<file path="src/shared/psfm_regs.vh">
`ifndef PSFM_REGS_VH
`define PSFM_REGS_VH
// APB byte offsets
`define PSFM_STATUS_OFS 8'h00
`define PSFM_CONTROL_OFS 8'h04
`define PSFM_FLAG_CLR_OFS 8'h08
`define PSFM_FORCE_ERR_OFS 8'h0C
`define PSFM_FORCE_ADDR_OFS 8'h10
`define PSFM_CTL_WRITE_OFS 8'h14
`define PSFM_CTL_ERR_OFS 8'h18
// Control register fields
`define PSFM_CTL_WAIT_EN 0
`define PSFM_CTL_BREQ_EN 1
`define PSFM_CTL_IRQ_EN 2
`define PSFM_CTL_VM 3
`define PSFM_CTL_FAST 4
`define PSFM_CONTROL_RST 5'h03
// Status word bit positions
`define PSFM_ST_BREQ 0
`define PSFM_ST_STOP 1
`define PSFM_ST_WAIT 2
`define PSFM_ST_ABORT 3
`define PSFM_ST_PFAIL 4
`define PSFM_ST_SAT 5
`define PSFM_ST_NMI 6
`define PSFM_ST_NVI 7
`define PSFM_ST_VI 8
`define PSFM_ST_RESET 9
`define PSFM_ST_MI 10
`define PSFM_ST_TMO 11
`define PSFM_ST_ACK_LO 12
// Idle status and error-word sticky bit
`define PSFM_IDLE_STATUS 16'h07EF
`define PSFM_FORCE_STICKY 16
// Watchdog limit in ns and in 10 ns cycles
`define PSFM_WDOG_NS 2000
`define PSFM_CLK_NS 10
`define PSFM_WDOG_CYCLES (`PSFM_WDOG_NS / `PSFM_CLK_NS)
`endif

</file>
<file path="src/hdl/psfm_sync.v">
`timescale 1ns/100ps
module psfm_sync #(
  parameter W = 14
) (
  clk,
  rst,
  async_in,
  sync_out
);
  input wire clk;
  input wire rst;
  input wire [W-1:0] async_in;
  output wire [W-1:0] sync_out;
  reg [W-1:0] meta;
  reg [W-1:0] stable;
  genvar i;
  // ************************************
  // Two-stage synchroniser per line
  // ************************************
  generate
    for (i = 0; i < W; i = i + 1) begin : g_bit
      always @(posedge clk) begin
        if (rst) begin
          meta[i] <= 1'b1;
          stable[i] <= 1'b1;
        end else begin
          meta[i] <= async_in[i];
          stable[i] <= meta[i];
        end
      end
    end
  endgenerate
  assign sync_out = stable;
endmodule // psfm_sync

</file>
<file path="src/hdl/psfm_ack_pulse.v">
`timescale 1ns/100ps
module psfm_ack_pulse (
  clk,
  rst,
  trigger,
  cycle_start,
  cycle_end,
  ack_n
);
  input wire clk;
  input wire rst;
  input wire trigger;
  input wire cycle_start;
  input wire cycle_end;
  output reg ack_n;
  localparam S_IDLE = 3'b001;
  localparam S_ARM = 3'b010;
  localparam S_DRIVE = 3'b100;
  reg [2:0] state;
  // ************************************
  // One target bus cycle low pulse
  // ************************************
  // Waits for a fresh cycle so the low level covers a whole cycle
  always @(posedge clk) begin
    if (rst) begin
      state <= S_IDLE;
      ack_n <= 1'b1;
    end else begin
      case (state)
        S_IDLE: begin
          if (trigger) begin
            state <= S_ARM;
          end
        end
        S_ARM: begin
          if (cycle_start) begin
            state <= S_DRIVE;
            ack_n <= 1'b0; // RL16
          end
        end
        S_DRIVE: begin
          if (cycle_end) begin
            state <= S_IDLE;
            ack_n <= 1'b1; // RL16
          end
        end
        default: begin
          state <= S_IDLE;
          ack_n <= 1'b1;
        end
      endcase
    end
  end
endmodule // psfm_ack_pulse

</file>
<file path="src/hdl/psfm_top.v">
// Summary of operation
// RL1 - Status bits 3..0: abort (VM only), wait, stop, bus grant request.
// RL2 - Status bit 2 low means the wait input is active.
// RL3 - Line mirror bits active low; flags at bit 4 and 11-15 active high.
// RL4 - Error words mark faulty lines as one, good lines as zero.
// RL5 - Wait and bus request each have an enable gating them to the CPU.
// RL6 - Both input enables come out of reset enabled.
// RL7 - Disabled wait and bus request are still sampled into status.
// RL8 - Power fail flag high while supply monitor reports out of range.
// RL9 - Timeout flag set when watchdog aborts an access, e.g. fast mode wait.
// RL10 - One acknowledge flag per serviced interrupt type.
// RL11 - Reset, wait, stop, bus request and VM abort are forcing lines.
// RL12 - Asserted forcing line is reported with the access address.
// RL13 - Enabled wait/bus request never count as forcing; disabled ones do.
// RL14 - Interrupt requests pass and are gathered only when enabled.
// RL15 - Interrupt handling is off after reset until enabled.
// RL16 - Control write with bit 0 clear drives acknowledge low one bus cycle.
// RL17 - Control drivability errors use control bit positions, data strobe bit 5.
// RL18 - Special accesses outside normal space are decoded and acted on.
// RL19 - Idle status reads 0000 0111 1110 1111.
// RL20 - 16-bit status word assembled from live samples when read.
`timescale 1ns/100ps
`include "psfm_regs.vh"
module psfm_top #(
  parameter WDOG_CYCLES = `PSFM_WDOG_CYCLES
) (
  clk,
  rst,
  psel,
  penable,
  pwrite,
  paddr,
  pwdata,
  prdata,
  pready,
  pslverr,
  wait_n,
  stop_n,
  bus_grant_request_input,
  abort_n,
  target_reset_n,
  mi_n,
  nmi_n,
  plain_irq_input,
  vectored_irq_input,
  segment_trap_input,
  supply_fault,
  access_active,
  access_addr,
  irq_serviced,
  target_cycle_start,
  target_cycle_end,
  ctl_check,
  ctl_expected,
  ctl_observed,
  wait_to_cpu_n,
  breq_to_cpu_n,
  irq_to_cpu_n,
  access_abort,
  force_line_error,
  bus_grant_acknowledge_output
);
  input wire clk;
  input wire rst;
  input wire psel;
  input wire penable;
  input wire pwrite;
  input wire [7:0] paddr;
  input wire [31:0] pwdata;
  output reg [31:0] prdata;
  output reg pready;
  output reg pslverr;
  input wire wait_n;
  input wire stop_n;
  input wire bus_grant_request_input;
  input wire abort_n;
  input wire target_reset_n;
  input wire mi_n;
  input wire nmi_n;
  input wire plain_irq_input;
  input wire vectored_irq_input;
  input wire segment_trap_input;
  input wire supply_fault;
  input wire access_active;
  input wire [31:0] access_addr;
  input wire [3:0] irq_serviced;
  input wire target_cycle_start;
  input wire target_cycle_end;
  input wire ctl_check;
  input wire [11:0] ctl_expected;
  input wire [11:0] ctl_observed;
  output reg wait_to_cpu_n;
  output reg breq_to_cpu_n;
  output reg [3:0] irq_to_cpu_n;
  output reg access_abort;
  output reg force_line_error;
  output wire bus_grant_acknowledge_output;

  // ************************************
  // Pin synchronisation
  // ************************************
  wire [10:0] pins_raw;
  wire [10:0] pins_s;
  // Supply fault enters inverted so the synchroniser reset value reads as a good supply
  assign pins_raw = {~supply_fault, mi_n, target_reset_n,
                     vectored_irq_input, plain_irq_input, nmi_n,
                     segment_trap_input, abort_n,
                     wait_n, stop_n, bus_grant_request_input};

  psfm_sync #(
    .W(11)
  ) u_sync (
    .clk(clk),
    .rst(rst),
    .async_in(pins_raw),
    .sync_out(pins_s)
  );

  wire s_wait_n;
  wire s_stop_n;
  wire s_breq_n;
  wire s_abort_n;
  wire s_sat_n;
  wire s_nmi_n;
  wire s_nvi_n;
  wire s_vi_n;
  wire s_reset_n;
  wire s_mi_n;
  wire s_supply_bad;
  assign s_breq_n = pins_s[0];
  assign s_stop_n = pins_s[1];
  assign s_wait_n = pins_s[2];
  assign s_abort_n = pins_s[3];
  assign s_sat_n = pins_s[4];
  assign s_nmi_n = pins_s[5];
  assign s_nvi_n = pins_s[6];
  assign s_vi_n = pins_s[7];
  assign s_reset_n = pins_s[8];
  assign s_mi_n = pins_s[9];
  assign s_supply_bad = ~pins_s[10];

  // ************************************
  // Control register and sticky flags
  // ************************************
  reg [4:0] control;
  reg timeout_flag;
  reg [3:0] ack_flag;
  reg [15:0] force_err;
  reg force_sticky;
  reg [31:0] force_addr;
  reg [11:0] ctl_err;
  reg ctl_write_go;

  wire wait_en;
  wire breq_en;
  wire irq_en;
  wire vm_variant;
  wire fast_mode;
  assign wait_en = control[`PSFM_CTL_WAIT_EN];
  assign breq_en = control[`PSFM_CTL_BREQ_EN];
  assign irq_en = control[`PSFM_CTL_IRQ_EN];
  assign vm_variant = control[`PSFM_CTL_VM];
  assign fast_mode = control[`PSFM_CTL_FAST];

  // ************************************
  // APB decode
  // ************************************
  wire apb_done;
  wire apb_wr;
  wire mapped;
  assign apb_done = psel & penable & pready;
  assign apb_wr = apb_done & pwrite;
  assign mapped = (paddr == `PSFM_STATUS_OFS) |
                  (paddr == `PSFM_CONTROL_OFS) |
                  (paddr == `PSFM_FLAG_CLR_OFS) |
                  (paddr == `PSFM_FORCE_ERR_OFS) |
                  (paddr == `PSFM_FORCE_ADDR_OFS) |
                  (paddr == `PSFM_CTL_WRITE_OFS) |
                  (paddr == `PSFM_CTL_ERR_OFS);

  // ************************************
  // Status word
  // ************************************
  reg [15:0] line_status_word;
  always @* begin
    line_status_word = 16'h0000;
    line_status_word[`PSFM_ST_BREQ] = s_breq_n; // RL1 RL7
    line_status_word[`PSFM_ST_STOP] = s_stop_n; // RL1
    line_status_word[`PSFM_ST_WAIT] = s_wait_n; // RL2 RL7
    // Abort pin is absent on other variants, so it reads inactive
    line_status_word[`PSFM_ST_ABORT] = s_abort_n | ~vm_variant; // RL1
    line_status_word[`PSFM_ST_PFAIL] = s_supply_bad; // RL8
    line_status_word[`PSFM_ST_SAT] = s_sat_n; // RL3
    line_status_word[`PSFM_ST_NMI] = s_nmi_n;
    line_status_word[`PSFM_ST_NVI] = s_nvi_n;
    line_status_word[`PSFM_ST_VI] = s_vi_n;
    line_status_word[`PSFM_ST_RESET] = s_reset_n;
    line_status_word[`PSFM_ST_MI] = s_mi_n;
    line_status_word[`PSFM_ST_TMO] = timeout_flag; // RL3
    line_status_word[15:12] = ack_flag; // RL3 RL10
  end

  // ************************************
  // Forcing line detection
  // ************************************
  // Error word is in status positions, one marks the asserted line
  reg [15:0] force_now;
  always @* begin
    force_now = 16'h0000;
    force_now[`PSFM_ST_RESET] = ~s_reset_n; // RL11 RL4
    force_now[`PSFM_ST_STOP] = ~s_stop_n; // RL11
    force_now[`PSFM_ST_WAIT] = ~s_wait_n & ~wait_en; // RL13
    force_now[`PSFM_ST_BREQ] = ~s_breq_n & ~breq_en; // RL13
    force_now[`PSFM_ST_ABORT] = ~s_abort_n & vm_variant; // RL11
  end

  // ************************************
  // Watchdog
  // ************************************
  localparam WDW = 16;
  reg [WDW-1:0] wdog;
  wire wdog_hit;
  // Only a stuck wait in fast mode can stretch an access this long
  assign wdog_hit = (wdog == WDOG_CYCLES[WDW-1:0] - 16'h0001);

  always @(posedge clk) begin
    if (rst) begin
      wdog <= 16'h0000;
      access_abort <= 1'b0;
    end else begin
      access_abort <= 1'b0;
      if (access_active & fast_mode & ~wait_to_cpu_n & ~access_abort) begin
        if (wdog_hit) begin
          wdog <= 16'h0000;
          access_abort <= 1'b1; // RL9
        end else begin
          wdog <= wdog + 16'h0001;
        end
      end else begin
        wdog <= 16'h0000;
      end
    end
  end

  // ************************************
  // Register writes and flag updates
  // ************************************
  wire flag_clr_wr;
  assign flag_clr_wr = apb_wr & (paddr == `PSFM_FLAG_CLR_OFS);

  always @(posedge clk) begin
    if (rst) begin
      control <= `PSFM_CONTROL_RST; // RL6 RL15
      ctl_write_go <= 1'b0;
    end else begin
      ctl_write_go <= 1'b0;
      if (apb_wr & (paddr == `PSFM_CONTROL_OFS)) begin
        control <= pwdata[4:0];
      end
      if (apb_wr & (paddr == `PSFM_CTL_WRITE_OFS)) begin
        ctl_write_go <= ~pwdata[0]; // RL16 RL18
      end
    end
  end

  // Write one to clear; a set in the same cycle wins
  always @(posedge clk) begin
    if (rst) begin
      timeout_flag <= 1'b0;
      ack_flag <= 4'h0;
    end else begin
      if (access_abort) begin
        timeout_flag <= 1'b1; // RL9
      end else if (flag_clr_wr & pwdata[`PSFM_ST_TMO]) begin
        timeout_flag <= 1'b0;
      end
      ack_flag <= (ack_flag & ~(flag_clr_wr ? pwdata[15:12] : 4'h0))
                  | (irq_en ? irq_serviced : 4'h0); // RL10 RL14
    end
  end

  // Latest error word held until cleared; address kept until the next forcing access, the clear leaves it
  always @(posedge clk) begin
    if (rst) begin
      force_err <= 16'h0000;
      force_sticky <= 1'b0;
      force_addr <= 32'h0000_0000;
      force_line_error <= 1'b0;
    end else begin
      if (access_active & (|force_now)) begin
        force_err <= force_now; // RL12
        force_addr <= access_addr; // RL12
        force_sticky <= 1'b1;
        force_line_error <= 1'b1; // RL12
      end else if (flag_clr_wr & pwdata[`PSFM_FORCE_STICKY]) begin
        force_err <= 16'h0000;
        force_sticky <= 1'b0;
        force_line_error <= 1'b0;
      end
    end
  end

  always @(posedge clk) begin
    if (rst) begin
      ctl_err <= 12'h000;
    end else if (ctl_check) begin
      ctl_err <= ctl_expected ^ ctl_observed; // RL17 RL4
    end
  end

  // ************************************
  // Gated paths to the probe processor
  // ************************************
  always @(posedge clk) begin
    if (rst) begin
      wait_to_cpu_n <= 1'b1;
      breq_to_cpu_n <= 1'b1;
      irq_to_cpu_n <= 4'hF;
    end else begin
      wait_to_cpu_n <= s_wait_n | ~wait_en; // RL5
      breq_to_cpu_n <= s_breq_n | ~breq_en; // RL5
      irq_to_cpu_n <= {s_sat_n, s_vi_n, s_nvi_n, s_nmi_n}
                      | {4{~irq_en}}; // RL14
    end
  end

  // ************************************
  // Bus grant acknowledge
  // ************************************
  psfm_ack_pulse u_ack (
    .clk(clk),
    .rst(rst),
    .trigger(ctl_write_go),
    .cycle_start(target_cycle_start),
    .cycle_end(target_cycle_end),
    .ack_n(bus_grant_acknowledge_output)
  );

  // ************************************
  // APB answer
  // ************************************
  // One wait state keeps pready and prdata straight from flops
  reg [31:0] next_prdata;
  always @* begin
    next_prdata = 32'h0000_0000;
    case (paddr)
      `PSFM_STATUS_OFS: next_prdata = {16'h0000, line_status_word}; // RL20 RL19
      `PSFM_CONTROL_OFS: next_prdata = {27'h0, control};
      `PSFM_FORCE_ERR_OFS: next_prdata = {15'h0, force_sticky, force_err};
      `PSFM_FORCE_ADDR_OFS: next_prdata = force_addr;
      `PSFM_CTL_ERR_OFS: next_prdata = {20'h0, ctl_err};
      default: next_prdata = 32'h0000_0000;
    endcase
  end

  always @(posedge clk) begin
    if (rst) begin
      pready <= 1'b0;
      pslverr <= 1'b0;
      prdata <= 32'h0000_0000;
    end else begin
      pready <= psel & penable & ~pready;
      pslverr <= psel & penable & ~pready & ~mapped;
      if (psel & penable & ~pready & ~pwrite) begin
        prdata <= next_prdata;
      end
    end
  end
endmodule // psfm_top

</file>
<file path="config.mk">
export PLATFORM = sky130hd
export DESIGN_NAME = psfm_top
export DESIGN_NICKNAME = d
export VERILOG_FILES = /design/src/hdl/psfm_sync.v /design/src/hdl/psfm_ack_pulse.v /design/src/hdl/psfm_top.v
export VERILOG_INCLUDE_DIRS = /design/src /design/src/shared
export SDC_FILE = /design/constraint.sdc
export NUM_CORES = 1
export LEC_CHECK = 0
export ABC_CLOCK_PERIOD_IN_PS = 5210
export BUFFER_PORTS_ARGS = -buffer_cell sky130_fd_sc_hd__buf_2
export CORE_MARGIN = 5
export CORE_UTILIZATION = 50
export DETAILED_ROUTE_END_ITERATION = 10
export GPL_TIMING_DRIVEN = 0
export HOLD_SLACK_MARGIN = 0.08
export PLACE_DENSITY = 0.81
export REMOVE_ABC_BUFFERS = 1
export SYNTH_ARGS = -nofsm -noshare
export SYNTH_HDL_FRONTEND = slang
export SYNTH_SLANG_ARGS = --single-unit
export TNS_END_PERCENT = 50
</file>
<file path="constraint.sdc">
create_clock -name clk -period 5.21 [get_ports clk]
set_clock_uncertainty 0.15 [all_clocks]
set_input_delay 0.2605 -clock clk [delete_from_list [all_inputs] [get_ports clk]]
set_output_delay 0.2605 -clock clk [all_outputs]
set_load 0.01 [all_outputs]
</file>
==> flow_metrics.env <==
export IMPL_status="finished, final reports clean"
export IMPL_setup_viol=0
export IMPL_ys_flop_type="dfxtp_1"
export IMPL_die_h_um=116
export IMPL_hp_class="primary input to register"
export IMPL_synth_area_um2=5630
export IMPL_drive_gt1_frac=0.256
export IMPL_ys_types=56
export IMPL_antenna_found_initial=0
export IMPL_p_leak_nw=3.12
export IMPL_switching_power_uw=575
export IMPL_fin_crit_ns=3.07
export IMPL_vias_per_cell=5.33
export IMPL_yosysWarnings=0
export IMPL_wl_met3_um=1000
export IMPL_drv_cap=0
export IMPL_crit_chain="dlygate4sd3_1 -> buf_2 -> nand4bb_1 -> nor4_4 -> a22oi_1 -> nor2_1"
export IMPL_p_sw_frac=0.225
export IMPL_clockPowerShare=0.468
export IMPL_fmax_mhz=326
export IMPL_crit_family="simple AND/OR/NAND/NOR gates"
export IMPL_synth_seq_cells=144
export IMPL_antenna_cells=0
export IMPL_maxSlewViolCount=0
export IMPL_top_layer="met4"
export IMPL_netlist_instances=616
export IMPL_initialDrtViolationCount=346
export IMPL_grt_max_degree=66
export IMPL_syn2layout_area_growth_pct=39.5
export IMPL_root_buffer="clkbuf_16"
export IMPL_synth_edff_count=0
export IMPL_rows=38
export IMPL_setup_ws_ns=2.14
export IMPL_end_kind="register"
export IMPL_start_kind="primary input"
export IMPL_crit_buf_inv=2
export IMPL_drcViolationCount=0
export IMPL_critPathMaxStageDelay_ns=1.15
export IMPL_criticalPathCategory="primary input to register"
export IMPL_p_comb_frac=0.085
export IMPL_grt_pass1_wl_um=25800
export IMPL_path_clk_slew_ns=0.06
export IMPL_wirelength_met1_um=6320
export IMPL_grt_total_usage=0.244
export IMPL_max_clock_path_buffers=2
export IMPL_dp_hpwl_um=10100
export IMPL_postSynthAreaPerCell_um2=9.13
export IMPL_nFillCells=817
export IMPL_critPathMaxFanout=19
export IMPL_cts_tree="built"
export IMPL_numCtsBuffers=17
export IMPL_coreArea_um2=10900
export IMPL_critPathArrivalTime_ns=3.26
export IMPL_utilization=0.718
export IMPL_power_density_nw_per_um2=325
export IMPL_p_seq_frac=0.448
export IMPL_fp_dieArea_um2=13500
export IMPL_period_share=0.589
export IMPL_initial_utilization=0.515
export IMPL_io_pins=163
export IMPL_cts_resized=0
export IMPL_met2_wirelength_um=8180
export IMPL_dpl_worst_slack_ns=2.29
export IMPL_p_int_mw=1.98
export IMPL_dr_pass1_iters=5
export IMPL_hold_viol=0
export IMPL_antenna_left=0
export IMPL_ys_seq_area_frac=0.512
export IMPL_cts_sinks=144
export IMPL_ir_worst_vdd_mv=0.196
export IMPL_wirelength_um=16000
export IMPL_place_congestion=0.839
export IMPL_overflow=0
export IMPL_die_w_um=116
export IMPL_grt_pass1_vias=5486
export IMPL_async_reset_ff_frac=0
export IMPL_wl_per_cell_um=16.3
export IMPL_slowest_stage="nor4_4"
export IMPL_slew_headroom=0.273
export IMPL_tightestPinTransition_ns=1.08
export IMPL_vias=5221
export IMPL_rrSetupSlack_ns=2.26
export IMPL_port_buffers=141
export IMPL_worstPathRequired_ns=5.40
export IMPL_htree_num_levels=4
export IMPL_worstSkewPairLatency_ns=0.41
export IMPL_nets=947
export IMPL_setup_tns_ns=0
export IMPL_rsz0062_at_grt="no"
==> through the flow <==
step / power, mW / cell area (um2) / hold slack (ns) / std cells
final: 2.55 / 7850 / 0.0983 / 979
after global placement: 1.31 / 6360 / 0.244 / 860
after detailed placement: 1.32 / 6420 / 0.243 / 863
after global routing: 2.64 / 7850 / 0.104 / 979
after floorplan: 1.23 / 5480 / 0.180 / 579
after CTS: 2.56 / 7850 / 0.0885 / 979
==> logic make-up after synthesis <==
| logic type | count (synthesis) | synth area share |
|---|---|---|
| muxes | 19 | 0.0354 |
| adders and majority gates | 1 | 0.00222 |
| buffers and inverters | 50 | 0.0354 |
| xor gates and xnor gates | 25 | 0.0389 |
| and+or+nand+nor | 255 | 0.227 |
| AOI/OAI and AO/OA | 122 | 0.149 |
| DFF | 144 | 0.512 |
==> registers in the layout, summed over array words and instances, names as in the netlist, 3 cells and up <==
name             cells
force_addr          32
prdata              32
wdog                16
ctl_err             12
u_sync.meta         11
u_sync.sync_out     11
control              5
force_err            5
ack_flag             4
irq_to_cpu_n         4
u_ack.state          3
==> cell usage after synthesis, types with 2 or more instances <==
library cell	number	area share
a211o_1	2	0.0031
a211oi_1	13	0.017
a21oi_1	45	0.040
a221oi_1	2	0.0031
a22o_1	4	0.0062
a22oi_1	21	0.028
a311oi_1	3	0.0047
a31oi_1	2	0.0022
and3_1	4	0.0044
buf_1	4	0.0027
buf_2	3	0.0027
clkbuf_1	29	0.019
dfxtp_1	144	0.51
inv_1	13	0.0087
mux2_2	7	0.014
mux2i_1	12	0.021
nand2_1	80	0.053
nand2b_1	14	0.016
nand3_1	11	0.0098
nand3b_1	4	0.0053
nand4_1	5	0.0056
nor2_1	64	0.043
nor2b_1	8	0.0089
nor3_1	17	0.015
nor4_1	7	0.0078
nor4_4	2	0.0076
nor4b_1	2	0.0031
o21ai_0	4	0.0036
o21ai_1	2	0.0018
o21bai_1	2	0.0027
o2bb2ai_1	12	0.019
or2_2	24	0.027
or3_1	2	0.0022
or4_1	3	0.0040
xnor2_1	22	0.034
xor2_1	3	0.0047
==> path summary, 6_finish.rpt <==
path	start	endpoint	cells after the start
hold / removal	pwdata[11]	timeout_flag	4
setup reg to reg	pready	prdata[18]	4
setup / recovery	psel	prdata[18]	6
hold reg to reg	u_sync.meta[4]	u_sync.sync_out[4]	1
==> area by class of cell <==
class / count / area [um2] / area share
clock buffer: 20 / 457 / 0.0582
clock inverter: 12 / 135 / 0.0172
inverter: 13 / 48.8 / 0.00622
multi-input combinational: 422 / 2560 / 0.326
sequential: 144 / 2880 / 0.367
tap: 140 / 175 / 0.0223
timing repair buffer: 228 / 1600 / 0.203
==> routing by layer <==
metal	track usage	up-vias
li1	-	2564
met1	0.272	2424
met2	0.431	190
met3	0.0574	43
met4	0.125	0
met5	0	-
==> what timing repair did <==
action / CTS / global route
setup buffers: 0 / 0
hold buffers: 84 / 0
endpoints found under the hold margin: 69 / 0
==> worst register-to-register path, cell delays in order, from the launching register on <==
cell and delay (ns):
dfxtp_1 0.35, nand4bb_1 0.92, nor4_4 1.16, a22oi_1 0.16
nor2_1 0.15
==> power by group through the flow <==
stage	Sequential [mW]	Combinational (mW)	Clock, mW
2_1_floorplan	1.16	0.0682	0
3_3_place_gp	1.16	0.147	0
3_5_place_dp	1.17	0.156	0
4_1_cts	1.14	0.209	1.20
5_1_grt	1.14	0.234	1.26
6_report	1.14	0.216	1.19
==> cell usage in the layout, fill, tap and decap left out, types with 8 or more instances in the layout <==
| cell type | instances |
|---|---|
| nand3_1 | 11 |
| buf_2 | 140 |
| clkbuf_16 | 17 |
| mux2i_1 | 12 |
| xnor2_1 | 22 |
| nand2_1 | 80 |
| nor2_1 | 64 |
| nand2b_1 | 14 |
| dfxtp_1 | 144 |
| a21oi_1 | 45 |
| or2_2 | 24 |
| o2bb2ai_1 | 12 |
| nor2b_1 | 8 |
| a22oi_1 | 21 |
| a211oi_1 | 13 |
| dlygate4sd3_1 | 84 |
| inv_1 | 13 |
| nor3_1 | 17 |
(Power assumes the default switching activity.)
